===== src/core/sfcs_map.svh =====
// sfcs_map.svh: offsets, field positions, reset values and timing counts for the host controller
// assumes: included by bare name from the package and the bench
`ifndef SFCS_MAP_SVH
`define SFCS_MAP_SVH

// own apb register offsets (byte addresses)
`define SFCS_OFF_CTRL 12'h000
`define SFCS_OFF_ADDR 12'h004
`define SFCS_OFF_WDATA 12'h008
`define SFCS_OFF_STAT 12'h00C
`define SFCS_OFF_RDATA 12'h010
`define SFCS_OFF_QSTAT 12'h014
`define SFCS_OFF_DIV 12'h018

// ctrl register fields
`define SFCS_CTRL_GO_BIT 8
`define SFCS_CTRL_OP_LSB 0
`define SFCS_CTRL_OP_MSB 7

// stat register fields
`define SFCS_STAT_BUSY_BIT 0
`define SFCS_STAT_DONE_BIT 1
`define SFCS_STAT_BADOP_BIT 2

// command bytes
`define SFCS_CMD_RD 8'h15
`define SFCS_CMD_RD_AUTO 8'h16
`define SFCS_CMD_WR 8'h17
`define SFCS_CMD_WR_AUTO 8'h18
`define SFCS_CMD_ERASE 8'h19
`define SFCS_CMD_VALID 8'h1A
`define SFCS_CMD_CFG_WR 8'h1D
`define SFCS_CMD_CFG_RD 8'h1E
`define SFCS_CMD_SPECIAL 8'h1F
`define SFCS_CMD_STATUS 8'h22

// clear-errors payload of the special command
`define SFCS_CLR_WORD 16'h0040

// quick status bits
`define SFCS_QS_FRAME_BIT 6
`define SFCS_QS_WBUSY_BIT 5
`define SFCS_QS_EBUSY_BIT 4
`define SFCS_QS_DBUSY_BIT 3
`define SFCS_QS_INVAL_BIT 2
`define SFCS_QS_RDERR_BIT 1
`define SFCS_QS_CMDERR_BIT 0

// status word fields
`define SFCS_SW_REV_LSB 8
`define SFCS_SW_REV_MSB 11

// reset values
`define SFCS_RST_DIV 8'h08
`define SFCS_RST_QS 8'h00

// select idle time between frames: least time in ns, rounded up to clock cycles
`define SFCS_CLK_NS 4
`define SFCS_CS_IDLE_NS 40
`define SFCS_CS_IDLE_CYC ((`SFCS_CS_IDLE_NS + `SFCS_CLK_NS - 1) / `SFCS_CLK_NS)

`endif


===== src/core/sfcs_pkg.sv =====
// sfcs_pkg.sv: types shared by the serial flash host controller
// assumes: sfcs_map.svh sits beside it on the include path
`include "sfcs_map.svh"

package sfcs_pkg;

  // byte counts of one frame as sent on the link
  typedef struct packed {
    logic [2:0] n_addr;
    logic [1:0] n_data_in;
    logic [1:0] n_dummy;
    logic [1:0] n_data_out;
    logic [2:0] n_total;
  } sfcs_frame_s;

  // apb slave signals from the bus
  typedef struct packed {
    logic psel;
    logic penable;
    logic pwrite;
    logic [11:0] paddr;
    logic [31:0] pwdata;
  } sfcs_apb_req_s;

  typedef enum logic [1:0] {
    SFCS_IDLE,
    SFCS_SHIFT,
    SFCS_GAP
  } sfcs_state_e;

endpackage


===== src/core/sfcs_host.sv =====
// sfcs_host.sv: apb-programmed spi master that runs command frames on a serial flash
// assumes: one spi device on the select; link clock made here by a divider of core_clk
// Notes on behaviour
// read word is 15h, three address bytes, one dummy, two data back, seven bytes.
// auto read is 16h, one dummy, two data back, four bytes.
// write word is 17h, three address, two data, one dummy, seven bytes.
// auto write is 18h, two data, one dummy, four bytes.
// erase 19h and validate 1A carry three address bytes and one dummy, five bytes.
// status word read is 22, no address or dummy, two bytes back, three bytes.
// config write is 1D, three address, two data, one dummy, seven bytes.
// config read is 1E, three address, one dummy, two data back, seven bytes.
// special command is 1F, two data bytes and one dummy, four bytes.
// every multi-byte field travels most significant byte first.
// dummy counts include input bytes overlapping returned output bytes.
// quick status resets to zero; bits flag frame error, busy kinds.
// device sets quick status bit 2 on a one written over a zero.
// device sets quick status bit 1 on a read of unavailable data.
// device sets quick status bit 0 after a failed erase or program.
// status word holds zeros, revision field, and seven busy and error bits.
// command-failure and invalid-data flags stay set until the host clears them.
// clearing is special command 1F with data 00 40 and a dummy byte.
// sticky flags reach quick status one transaction late.
// device busy stays in quick status until the second later transaction.
// frame error and read error apply only to the preceding transaction.
// host should poll quick status twice after each command.
// auto reads and writes advance the device address by one first.
// data is sampled on rising link clock and launched on falling edge.
// quick status byte comes out during the first eight clocks of a frame.
// device ignores unknown commands and clocks beyond the frame length.
// a frame runs from select falling low until select returns high.
`timescale 1ns/1ns

module sfcs_host #(
  parameter int DIV_W = 8
) (
  input wire logic core_clk, // 250 MHz core clock
  input wire logic arst_n, // asynchronous reset, active low
  input wire logic clk_en, // freezes all state but the reset synchroniser while low
  input wire logic psel, // apb select
  input wire logic penable, // apb enable
  input wire logic pwrite, // apb direction
  input wire logic [11:0] paddr, // apb byte address
  input wire logic [31:0] pwdata, // apb write data
  output logic [31:0] prdata, // apb read data
  output logic pready, // apb ready
  output logic pslverr, // apb error on read of an unmapped address
  output logic sck, // link clock to the device
  output logic cs_n, // active low device select
  output logic si, // serial data to the device
  input wire logic so, // serial data from the device
  output logic busy // frame in progress
);

  logic rst_s1_reg;
  logic rst_n_reg;
  logic so_s1_reg;
  logic so_s2_reg;
  sfcs_pkg::sfcs_apb_req_s req;
  sfcs_pkg::sfcs_frame_s frm;
  sfcs_pkg::sfcs_state_e state_reg;
  logic [7:0] op_reg;
  logic [23:0] addr_reg;
  logic [15:0] wdata_reg;
  logic [15:0] rdata_reg;
  logic [7:0] qstat_reg;
  logic [DIV_W-1:0] div_reg;
  logic [DIV_W-1:0] div_cnt_reg;
  logic [2:0] bit_cnt_reg;
  logic [2:0] byte_cnt_reg;
  logic [7:0] tx_byte_reg;
  logic [7:0] rx_sh_reg;
  logic [7:0] gap_cnt_reg;
  logic done_reg;
  logic badop_reg;
  logic go;
  logic apb_wr;
  logic apb_rd;
  logic half_tick;
  logic rise_tick;
  logic fall_tick;
  logic [7:0] rx_byte;
  logic [7:0] tx_next;
  logic [7:0] op_cur;
  logic start;
  logic byte_end;
  logic last_byte;
  logic [2:0] nxt_idx;
  logic [2:0] data_idx;

  assign req = '{psel: psel, penable: penable, pwrite: pwrite, paddr: paddr, pwdata: pwdata};

  // reset release through two flops; the rest of the design uses rst_n_reg
  always_ff @(posedge core_clk or negedge arst_n) begin
    if (!arst_n) begin
      rst_s1_reg <= 1'b0;
      rst_n_reg <= 1'b0;
    end else begin
      rst_s1_reg <= 1'b1;
      rst_n_reg <= rst_s1_reg;
    end
  end

  // device output crosses into core_clk before anything reads it
  always_ff @(posedge core_clk or negedge rst_n_reg) begin
    if (!rst_n_reg) begin
      so_s1_reg <= 1'b0;
      so_s2_reg <= 1'b0;
    end else if (clk_en) begin
      so_s1_reg <= so;
      so_s2_reg <= so_s1_reg;
    end
  end

  // frame shape per command; unknown codes are refused, never sent
  always_comb begin
    frm = '{n_addr: 3'h0, n_data_in: 2'h0, n_dummy: 2'h0, n_data_out: 2'h0, n_total: 3'h0};
    case (op_cur)
      `SFCS_CMD_RD, `SFCS_CMD_CFG_RD:
        frm = '{3'h3, 2'h0, 2'h1, 2'h2, 3'h7};
      `SFCS_CMD_RD_AUTO:
        frm = '{3'h0, 2'h0, 2'h1, 2'h2, 3'h4};
      `SFCS_CMD_WR, `SFCS_CMD_CFG_WR:
        frm = '{3'h3, 2'h2, 2'h1, 2'h0, 3'h7};
      `SFCS_CMD_WR_AUTO, `SFCS_CMD_SPECIAL:
        frm = '{3'h0, 2'h2, 2'h1, 2'h0, 3'h4};
      `SFCS_CMD_ERASE, `SFCS_CMD_VALID:
        frm = '{3'h3, 2'h0, 2'h1, 2'h0, 3'h5};
      `SFCS_CMD_STATUS:
        frm = '{3'h0, 2'h0, 2'h0, 2'h2, 3'h3};
      default: ;
    endcase
  end

  // byte to send after byte index byte_cnt_reg: command, address, data, then zero dummies
  // data is indexed from the end of the address part, so frames without address
  // take their data straight after the command and never leak address bits as dummies
  always_comb begin
    tx_next = 8'h00;
    if (nxt_idx <= frm.n_addr) begin
      case (nxt_idx)
        3'h1: tx_next = addr_reg[23:16];
        3'h2: tx_next = addr_reg[15:8];
        default: tx_next = addr_reg[7:0];
      endcase
    end else if (data_idx < {1'b0, frm.n_data_in}) begin
      tx_next = (data_idx == 3'h0) ? wdata_reg[15:8] : wdata_reg[7:0];
    end
  end

  assign apb_wr = req.psel && req.penable && req.pwrite;
  // setup phase of a read: only reads of unmapped offsets answer with an error
  assign apb_rd = req.psel && !req.penable && !req.pwrite;
  // a go write carries its own opcode; decoding the stored one would start the previous frame
  assign op_cur = go ? req.pwdata[`SFCS_CTRL_OP_MSB:`SFCS_CTRL_OP_LSB] : op_reg;
  assign start = go && frm.n_total != 3'h0;
  assign byte_end = fall_tick && bit_cnt_reg == 3'h7;
  assign last_byte = byte_end && byte_cnt_reg + 3'h1 == frm.n_total;
  assign nxt_idx = byte_cnt_reg + 3'h1;
  assign data_idx = nxt_idx - frm.n_addr - 3'h1;
  assign go = apb_wr && req.paddr == `SFCS_OFF_CTRL && req.pwdata[`SFCS_CTRL_GO_BIT]
              && state_reg == sfcs_pkg::SFCS_IDLE;
  assign half_tick = state_reg == sfcs_pkg::SFCS_SHIFT && div_cnt_reg == '0;
  assign rise_tick = half_tick && !sck;
  assign fall_tick = half_tick && sck;
  assign rx_byte = {rx_sh_reg[6:0], so_s2_reg};

  // apb slave: zero wait states, pready high in every access phase
  always_ff @(posedge core_clk or negedge rst_n_reg) begin
    if (!rst_n_reg) begin
      prdata <= 32'h0000_0000;
      pready <= 1'b0;
      pslverr <= 1'b0;
    end else if (clk_en) begin
      pready <= req.psel && !req.penable;
      pslverr <= 1'b0;
      prdata <= 32'h0000_0000;
      if (req.psel && !req.penable) begin
        case (req.paddr)
          `SFCS_OFF_CTRL: prdata <= {24'h00_0000, op_reg};
          `SFCS_OFF_ADDR: prdata <= {8'h00, addr_reg};
          `SFCS_OFF_WDATA: prdata <= {16'h0000, wdata_reg};
          `SFCS_OFF_STAT: prdata <= {29'h0000_0000, badop_reg, done_reg, busy};
          `SFCS_OFF_RDATA: prdata <= {16'h0000, rdata_reg};
          `SFCS_OFF_QSTAT: prdata <= {24'h00_0000, qstat_reg};
          `SFCS_OFF_DIV: prdata <= {{(32-DIV_W){1'b0}}, div_reg};
          default: pslverr <= apb_rd;
        endcase
      end
    end
  end

  // software-written settings; writes ignored while a frame runs
  always_ff @(posedge core_clk or negedge rst_n_reg) begin
    if (!rst_n_reg) begin
      op_reg <= 8'h00;
      addr_reg <= 24'h00_0000;
      wdata_reg <= 16'h0000;
      div_reg <= DIV_W'(`SFCS_RST_DIV);
    end else if (clk_en && apb_wr && state_reg == sfcs_pkg::SFCS_IDLE) begin
      case (req.paddr)
        `SFCS_OFF_CTRL: op_reg <= req.pwdata[`SFCS_CTRL_OP_MSB:`SFCS_CTRL_OP_LSB];
        `SFCS_OFF_ADDR: addr_reg <= req.pwdata[23:0];
        `SFCS_OFF_WDATA: wdata_reg <= req.pwdata[15:0];
        `SFCS_OFF_DIV: div_reg <= (req.pwdata[DIV_W-1:0] == '0) ? DIV_W'(1) : req.pwdata[DIV_W-1:0];
        default: ;
      endcase
    end
  end

  // link clock divider; runs only while shifting, so sck stands still low between frames
  always_ff @(posedge core_clk or negedge rst_n_reg) begin
    if (!rst_n_reg) begin
      div_cnt_reg <= '0;
      sck <= 1'b0;
    end else if (clk_en) begin
      if (start) begin
        div_cnt_reg <= div_reg;
      end else if (state_reg == sfcs_pkg::SFCS_SHIFT) begin
        div_cnt_reg <= half_tick ? div_reg : div_cnt_reg - DIV_W'(1);
        if (rise_tick) begin
          sck <= 1'b1; // device samples si here
        end
        if (fall_tick) begin
          sck <= 1'b0;
        end
      end
    end
  end

  // serial shifter: inside a frame si moves on the falling link clock only, the first bit at frame start; it clears to zero in the gap
  always_ff @(posedge core_clk or negedge rst_n_reg) begin
    if (!rst_n_reg) begin
      si <= 1'b0;
      bit_cnt_reg <= 3'h0;
      byte_cnt_reg <= 3'h0;
      tx_byte_reg <= 8'h00;
      rx_sh_reg <= 8'h00;
    end else if (clk_en) begin
      if (start) begin
        si <= op_cur[7];
        tx_byte_reg <= {op_cur[6:0], 1'b0};
        bit_cnt_reg <= 3'h0;
        byte_cnt_reg <= 3'h0;
      end else if (state_reg == sfcs_pkg::SFCS_GAP) begin
        si <= 1'b0;
      end
      if (rise_tick) begin
        rx_sh_reg <= rx_byte;
      end
      if (fall_tick) begin
        bit_cnt_reg <= bit_cnt_reg + 3'h1;
        if (byte_end) begin
          byte_cnt_reg <= byte_cnt_reg + 3'h1;
        end
        if (!byte_end) begin
          si <= tx_byte_reg[7];
          tx_byte_reg <= {tx_byte_reg[6:0], 1'b0};
        end else if (!last_byte) begin
          si <= tx_next[7];
          tx_byte_reg <= {tx_next[6:0], 1'b0};
        end
      end
    end
  end

  // framing: select low for the whole frame, then a gap with select high before idle
  always_ff @(posedge core_clk or negedge rst_n_reg) begin
    if (!rst_n_reg) begin
      state_reg <= sfcs_pkg::SFCS_IDLE;
      cs_n <= 1'b1;
      busy <= 1'b0;
      gap_cnt_reg <= 8'h00;
    end else if (clk_en) begin
      case (state_reg)
        sfcs_pkg::SFCS_IDLE: begin
          if (start) begin
            state_reg <= sfcs_pkg::SFCS_SHIFT;
            cs_n <= 1'b0;
            busy <= 1'b1;
          end
        end
        sfcs_pkg::SFCS_SHIFT: begin
          if (last_byte) begin
            state_reg <= sfcs_pkg::SFCS_GAP; // no clocks past frame end
            gap_cnt_reg <= 8'(`SFCS_CS_IDLE_CYC);
          end
        end
        sfcs_pkg::SFCS_GAP: begin
          cs_n <= 1'b1;
          gap_cnt_reg <= gap_cnt_reg - 8'h01;
          if (gap_cnt_reg == 8'h00) begin
            state_reg <= sfcs_pkg::SFCS_IDLE;
            busy <= 1'b0;
          end
        end
        default: state_reg <= sfcs_pkg::SFCS_IDLE;
      endcase
    end
  end

  // capture of returned bytes: quick status first, result msb first
  always_ff @(posedge core_clk or negedge rst_n_reg) begin
    if (!rst_n_reg) begin
      qstat_reg <= `SFCS_RST_QS;
      rdata_reg <= 16'h0000;
    end else if (clk_en && rise_tick && bit_cnt_reg == 3'h7) begin
      if (byte_cnt_reg == 3'h0) begin
        qstat_reg <= rx_byte;
      end else if (frm.n_data_out != 2'h0 && byte_cnt_reg == frm.n_total - 3'h2) begin
        rdata_reg[15:8] <= rx_byte;
      end else if (frm.n_data_out != 2'h0 && byte_cnt_reg == frm.n_total - 3'h1) begin
        rdata_reg[7:0] <= rx_byte;
      end
    end
  end

  // done is set by frame end and cleared by any go write, refused ones included; refused ops are flagged
  always_ff @(posedge core_clk or negedge rst_n_reg) begin
    if (!rst_n_reg) begin
      done_reg <= 1'b0;
      badop_reg <= 1'b0;
    end else if (clk_en) begin
      if (state_reg == sfcs_pkg::SFCS_GAP && gap_cnt_reg == 8'h00) begin
        done_reg <= 1'b1;
      end else if (go) begin
        done_reg <= 1'b0;
      end
      if (go) begin
        badop_reg <= frm.n_total == 3'h0;
      end
    end
  end

endmodule


===== config.mk =====
export PLATFORM = sky130hd
export DESIGN_NAME = sfcs_host
export DESIGN_NICKNAME = d
export VERILOG_FILES = /design/src/core/sfcs_pkg.sv /design/src/core/sfcs_host.sv
export VERILOG_INCLUDE_DIRS = /design/src /design/src/core
export SDC_FILE = /design/constraint.sdc
export NUM_CORES = 1
export LEC_CHECK = 0
export BUFFER_PORTS_ARGS = -buffer_cell sky130_fd_sc_hd__buf_2
export CAP_MARGIN = 15
export CORE_UTILIZATION = 60
export CTS_BUF_LIST = sky130_fd_sc_hd__clkbuf_2
export DETAILED_ROUTE_END_ITERATION = 10
export PLACE_DENSITY = 0.81
export REMOVE_ABC_BUFFERS = 1
export SKIP_CTS_REPAIR_TIMING = 1
export SLEW_MARGIN = 10
export SYNTH_ARGS = -nofsm -noshare
export SYNTH_HDL_FRONTEND = slang
export SYNTH_SLANG_ARGS = --single-unit

===== constraint.sdc =====
create_clock -name core_clk -period 5.1 [get_ports core_clk]
set_input_delay 0.51 -clock core_clk [delete_from_list [all_inputs] [get_ports core_clk]]
set_output_delay 0.51 -clock core_clk [all_outputs]
set_load 0.005 [all_outputs]

======== After elaboration in Yosys (flattened, before gate mapping) ========
Index checks and enable logic that the tools add are counted.
word-level totals
  bits in writable memories ............... 0
  memories kept ........................... 0
  logic and storage cells ................. 171
  output and inout port bits .............. 38
  bits in read-only memories .............. 0
  bits in registers ....................... 163
  bits in latches ......................... 0
operators by class
  bitwise gates (word level) .............. 3
  reductions and logical operators ........ 61
  div/mod/pow operators ................... 0
  $lt $le $gt $ge ......................... 2
  muxes and demuxes ....................... 43
  shifts and indexed selects .............. 0
  equality and inequality tests ........... 27
  multiply operators ...................... 0
  $add $sub $neg .......................... 8
operators by type and width
  operator                                                             number
  24-bit one-hot mux with 7 select lines                               1
  8-bit two-way mux                                                    13
  8-bit by 5-bit == test with 1-bit output (second input constant)     9
  11-bit one-hot mux with 6 select lines                               1
  12-bit by 5-bit == test with 1-bit output (second input constant)    3
  8-bit one-hot mux with 2 select lines                                2
  12-bit by 4-bit == test with 1-bit output (second input constant)    2
  8-bit logical NOT                                                    3
  24-bit two-way mux                                                   1
  1-bit logical AND                                                    20
  2-bit AND reduction                                                  10
  4-bit AND reduction                                                  4
  8-bit by 1-bit subtractor with 8-bit output (second input constant)  2
  3-bit two-way mux                                                    5
  1-bit two-way mux                                                    14
  2-bit nonzero test                                                   7
  12-bit by 3-bit == test with 1-bit output (second input constant)    1
  12-bit logical NOT                                                   1
  3-bit == test                                                        3
  3-bit logical NOT                                                    3
  3-bit AND reduction                                                  3
  8-bit by 6-bit == test with 1-bit output (second input constant)     1
  2-bit OR reduction                                                   4
  7-bit OR reduction                                                   1
  other kinds (19)                                                     30

======== Logic depth before layout (Yosys ltp) ========
  depth in word-level cells ............... 18
  gate-level depth with buffers ........... 16

======== Least setup slack after synthesis ========
OpenSTA, ideal clock, no wires.
  kind .................................... in2reg
  start ................................... input paddr[1]
  end ..................................... register tx_byte_reg[1]
  setup slack ............................. 710 ps
  stages on the path ...................... 16
  setup time .............................. 144 ps
  data arrival time ....................... 4246 ps
  path through ............................ nor4_2 > and4b_1 > clkbuf_1 > clkbuf_1 > nand2_1 > or3_1 > and2_1 > ha_1 > fa_1 > xnor3_1 > or2_2 > nor2_1 > mux2i_1 > o221ai_1 > o21ai_0 > o22ai_1
on the way
  longest elaborated chain between the ends .. 17
  elaborated cells on any way between the ends .. 36
  classes of those cells .................. 2 x add/sub; 2 x order compare; 11 x eq/ne; 9 x mux; 12 x reduce/logical
RTL lines
  item                                                                       line              RTL
  start, declared                                                            sfcs_host.sv:42   input wire logic [11:0] paddr,
  12-bit logical NOT (*)                                                     --
  1-bit logical AND (no line) (*)                                            --
  1-bit logical AND (*) (2 in a row)                                         sfcs_host.sv:160  assign go = apb_wr && req.paddr == `SFCS_OFF_CTRL && req.pwdata[`SFCS_CTRL_GO_BIT]
  parallel branches: the longest is 12 deep, another holds 3-bit subtractor  --
  8-bit two-way mux (*)                                                      sfcs_host.sv:250  if (fall_tick) begin
  end signal, assigned                                                       sfcs_host.sv:241  tx_byte_reg <= {op_cur[6:0], 1'b0};
  end signal, assigned                                                       sfcs_host.sv:257  tx_byte_reg <= {tx_byte_reg[6:0], 1'b0};
  end signal, assigned                                                       sfcs_host.sv:260  tx_byte_reg <= {tx_next[6:0], 1'b0};
  end, declared                                                              sfcs_host.sv:70   logic [7:0] tx_byte_reg;
Every way passes the cells marked *.
A chain may end at the register's enable or synchronous reset.

======== Worst setup path in the final report ========
  start ................................... register state_reg[1]
  end ..................................... register tx_byte_reg[4]
on the way
  longest elaborated chain between the ends .. 15
  elaborated cells on any way between the ends .. 38
  classes of those cells .................. 2 x add/sub; 2 x order compare; 12 x eq/ne; 9 x mux; 13 x reduce/logical
RTL lines
  item                                                                       line              RTL
  start, declared                                                            sfcs_host.sv:60   sfcs_pkg::sfcs_state_e state_reg;
  start signal, assigned                                                     sfcs_host.sv:269  state_reg <= sfcs_pkg::SFCS_IDLE;
  start signal, assigned                                                     sfcs_host.sv:277  state_reg <= sfcs_pkg::SFCS_SHIFT;
  start signal, assigned                                                     sfcs_host.sv:284  state_reg <= sfcs_pkg::SFCS_GAP;
  parallel branches: the longest is 14 deep, another holds 3-bit subtractor  --
  8-bit two-way mux (*)                                                      sfcs_host.sv:250
Marked as above.

==> impl_metrics.yaml <==
run_status:
  outcome: "completed"
grt:
  grt_pass1_vias: 6491
  grtUsageMet2_pct: 50.2
  grt_use_met3_pct: 7.22
  grt.overflow.total: 0
  grt_max_degree: 89
  grt_pass1_wl_mm: 34.9
  grt_use_total_pct: 32.6
  met1_usage_pct: 44.0
  antenna_found_initial: 0
  busiest_layer: "met2"
worst_setup_path:
  path_delay_family: "simple AND/OR/NAND/NOR gates"
  required_ns: 5.77
  path_cells: "and4bb_2 -> and3_1 -> nand2_1 -> or3_1 -> and2_1 -> ha_1 -> fa_1 -> xnor3_1 -> or2_2 -> nor2_1 -> mux2i_1 -> o221ai_1 -> o21ai_0 -> o22ai_1"
  cp-start-kind: "flip-flop"
  max_stage_delay_ns: 0.53
  r2r_start: "state_reg[1]"
  cp_max_fo: 8
  startpoint: "state_reg[1]"
  cp.arrival_ns: 5.14
  crit_slowest_cell: "dfrtp_1"
  endpoint_kind: "flip-flop"
  critical_path_class: "flip-flop to flip-flop"
  worst-path-buf-inv: 0
route:
  via_count: 6530
  viasPerCell: 6.68
  ant_nets: 0
  dr.pass1.iters: 7
  first_iter_violations: 755
  drc: 0
  wl_per_cell_um: 22.0
  wl_mm: 21.4
placed_design:
  dp_hpwl_mm: 15.1
  dp.cells: 925
  portBuffers: 72
  place.gp.congestion: 0.950
synthesis:
  synth_cells: 713
  yosys-top-cells-area: "dfrtp_1 48%, mux2_2 12%, a222oi_1 2.6%"
  synth_enable_flop_cells: 0
  synth_top_area_share_pct: 47.7
  ys_ff_latch: 155
  synth_async_sr_flop_share_pct: 100
  yosysUniqueCellTypes: 78
  synth_flop_cell: "dfrtp_1"
  yosysWarnings: 0
  ys_seq_area_share_pct: 48.3
  synth.largest_area_cell: "dfrtp_1"
  netlist_area_um2: 8030
  avgSynthCellArea_um2: 11.3
sta:
  finalMaxSlewViolations: 0
  tns_ns: 0
  max_freq_mhz: 224
  hold_viol_final: 0
  setup_viol: 0
  max_slew.worst_pin.slew_ns: 1.24
  fin_crit_sh_pct: 87.7
  hold-worst-slack_ns: 0.0801
  relSlewSlack_pct: 16.6
  clock_skew_ns: 0.0345
  period_needed_ns: 4.47
  rsz0062_at_grt: "no"
pwr:
  power_switching_uw: 738
  seqPwrFrac_pct: 57.3
  ir_drop_uv: 213
  combPwrFrac_pct: 11.3
  power.density_nw_per_um2: 269
  p_leak_nw: 4.25
  p_total_mw: 2.41
  p_int_mw: 1.68
  clockPowerShare_pct: 31.4
  switching_share_pct: 30.6
clock_network:
  insertion_delay_ns: 0.80
  path_clk_slew_ns: 0.24
  cts_buffer_depth: 2
  htreeDepth: 4
  cts_tree: "done"
  cts_inserted_buffers: 17
  clock_sinks: 155
  root_buffer: "clkbuf_2"
cells_and_area:
  fillerInstances: 971
  area_delta_synth_final_pct: 11.6
  layout.cells.non_filler: 977
  final_nets: 857
  post-route-util_pct: 69.9
  layout-drive-gt1-share_pct: 27.7
  diodes: 0
floorplanning:
  core-area_um2: 12800
  initial_core_util_pct: 62.6
  fp.dieH_um: 118
  die_width_um: 118
  die_area_um2: 13800
  placement_rows: 41
  top_level_ports: 89
hold_path:
  hold_class: "input pin to flip-flop"
  hp-start: "pwdata[8]"
run:
  cap_violations: 0
-- power groups by stage --
| stage | registers (mW) | logic [mW] | clock network (mW) |
|---|---|---|---|
| finish | 1.38 | 0.273 | 0.758 |
| floorplan | 1.39 | 0.160 | 0 |
| detailed placement | 1.41 | 0.249 | 0 |
| global placement | 1.40 | 0.234 | 0 |
| CTS | 1.39 | 0.249 | 0.762 |
| global route | 1.39 | 0.306 | 0.809 |
-- cells in the mapped netlist, types with 6 or more instances --
cell type / number
a21o_1: 8
a21oi_1: 15
a222oi_1: 21
a22o_1: 12
a22oi_1: 13
a31oi_1: 10
and2_1: 6
buf_4: 8
clkbuf_1: 32
dfrtp_1: 153
ha_1: 13
inv_1: 17
mux2_2: 87
mux2i_1: 14
nand2_1: 49
nand3_1: 14
nor2_1: 27
nor2b_1: 8
nor3_1: 18
nor3b_1: 7
nor4_1: 6
o211ai_1: 8
o21ai_0: 40
o221ai_1: 7
o22ai_1: 10
o2bb2ai_1: 9
xnor2_1: 7
xor2_1: 6
-- per-layer routing --
metal	part of all wire, %	up-vias
met3	6.4	59
met2	47	302
met4	3.9	0
li1	-	2862
met5	0	-
met1	42	3307
-- placed cells by master, fill, tap and decap left out, drive strengths merged, types with 4 or more instances in the layout --
cell,instances
nand3,14
nand2,49
xor2,6
clkinv,6
nor3,19
a22o,12
inv,24
and2,6
nor2,28
conb,9
o21ai,42
a22oi,13
xnor2,7
clkbuf,17
a21boi,4
and3,4
ha,13
a21oi,15
o211ai,8
nand2b,4
dfrtp,153
a21o,8
mux2i,14
o22ai,10
nor4,8
and3b,4
buf,79
a222oi,21
nand4b,5
nand4,4
mux2,87
a31oi,10
nor3b,8
o221ai,7
nor2b,8
o2bb2ai,9
dlygate4sd3,19
-- cell families after synthesis --
family / synth area share [%]
AND/OR/NAND/NOR: 13.4
AO/OA/AOI/OAI: 16.7
flip-flops: 48.3
multiplexers: 14.2
buffers and inverters: 3.33
adder cells (fa/ha/maj): 2.28
XOR/XNOR: 1.70
other: 0.0935
-- area by class of cell --
class,instances,area (µm²),area share (%)
Multi-Input combinational cell,503,3910,43.6
Sequential cell,155,3880,43.3
Timing Repair Buffer,98,623,6.95
Tap cell,172,215,2.40
Clock inverter,15,181,2.02
Clock buffer,17,85.1,0.949
Inverter,17,63.8,0.712
-- through the flow --
step                      instance area, µm²  setup slack, ns
after floorplan                         7850            0.465
after global placement                  8480            0.634
after detailed placement                8480            0.600
after CTS                               8740            0.710
after global routing                    8960            0.391
final                                   8960            0.628
-- final timing paths --
path	to	slack [ns]	depth (start not counted)
setup reg to reg	tx_byte_reg[4]	0.63	14
hold reg to reg	addr_reg[13]	0.33	0
max in group asynchronous	div_cnt_reg[3]	3.79	1
setup / recovery	tx_byte_reg[4]	0.63	14
min in group asynchronous	addr_reg[13]	0.33	0
hold / removal	wdata_reg[8]	0.08	2
Note: power is estimated with default switching activity, not from simulation.
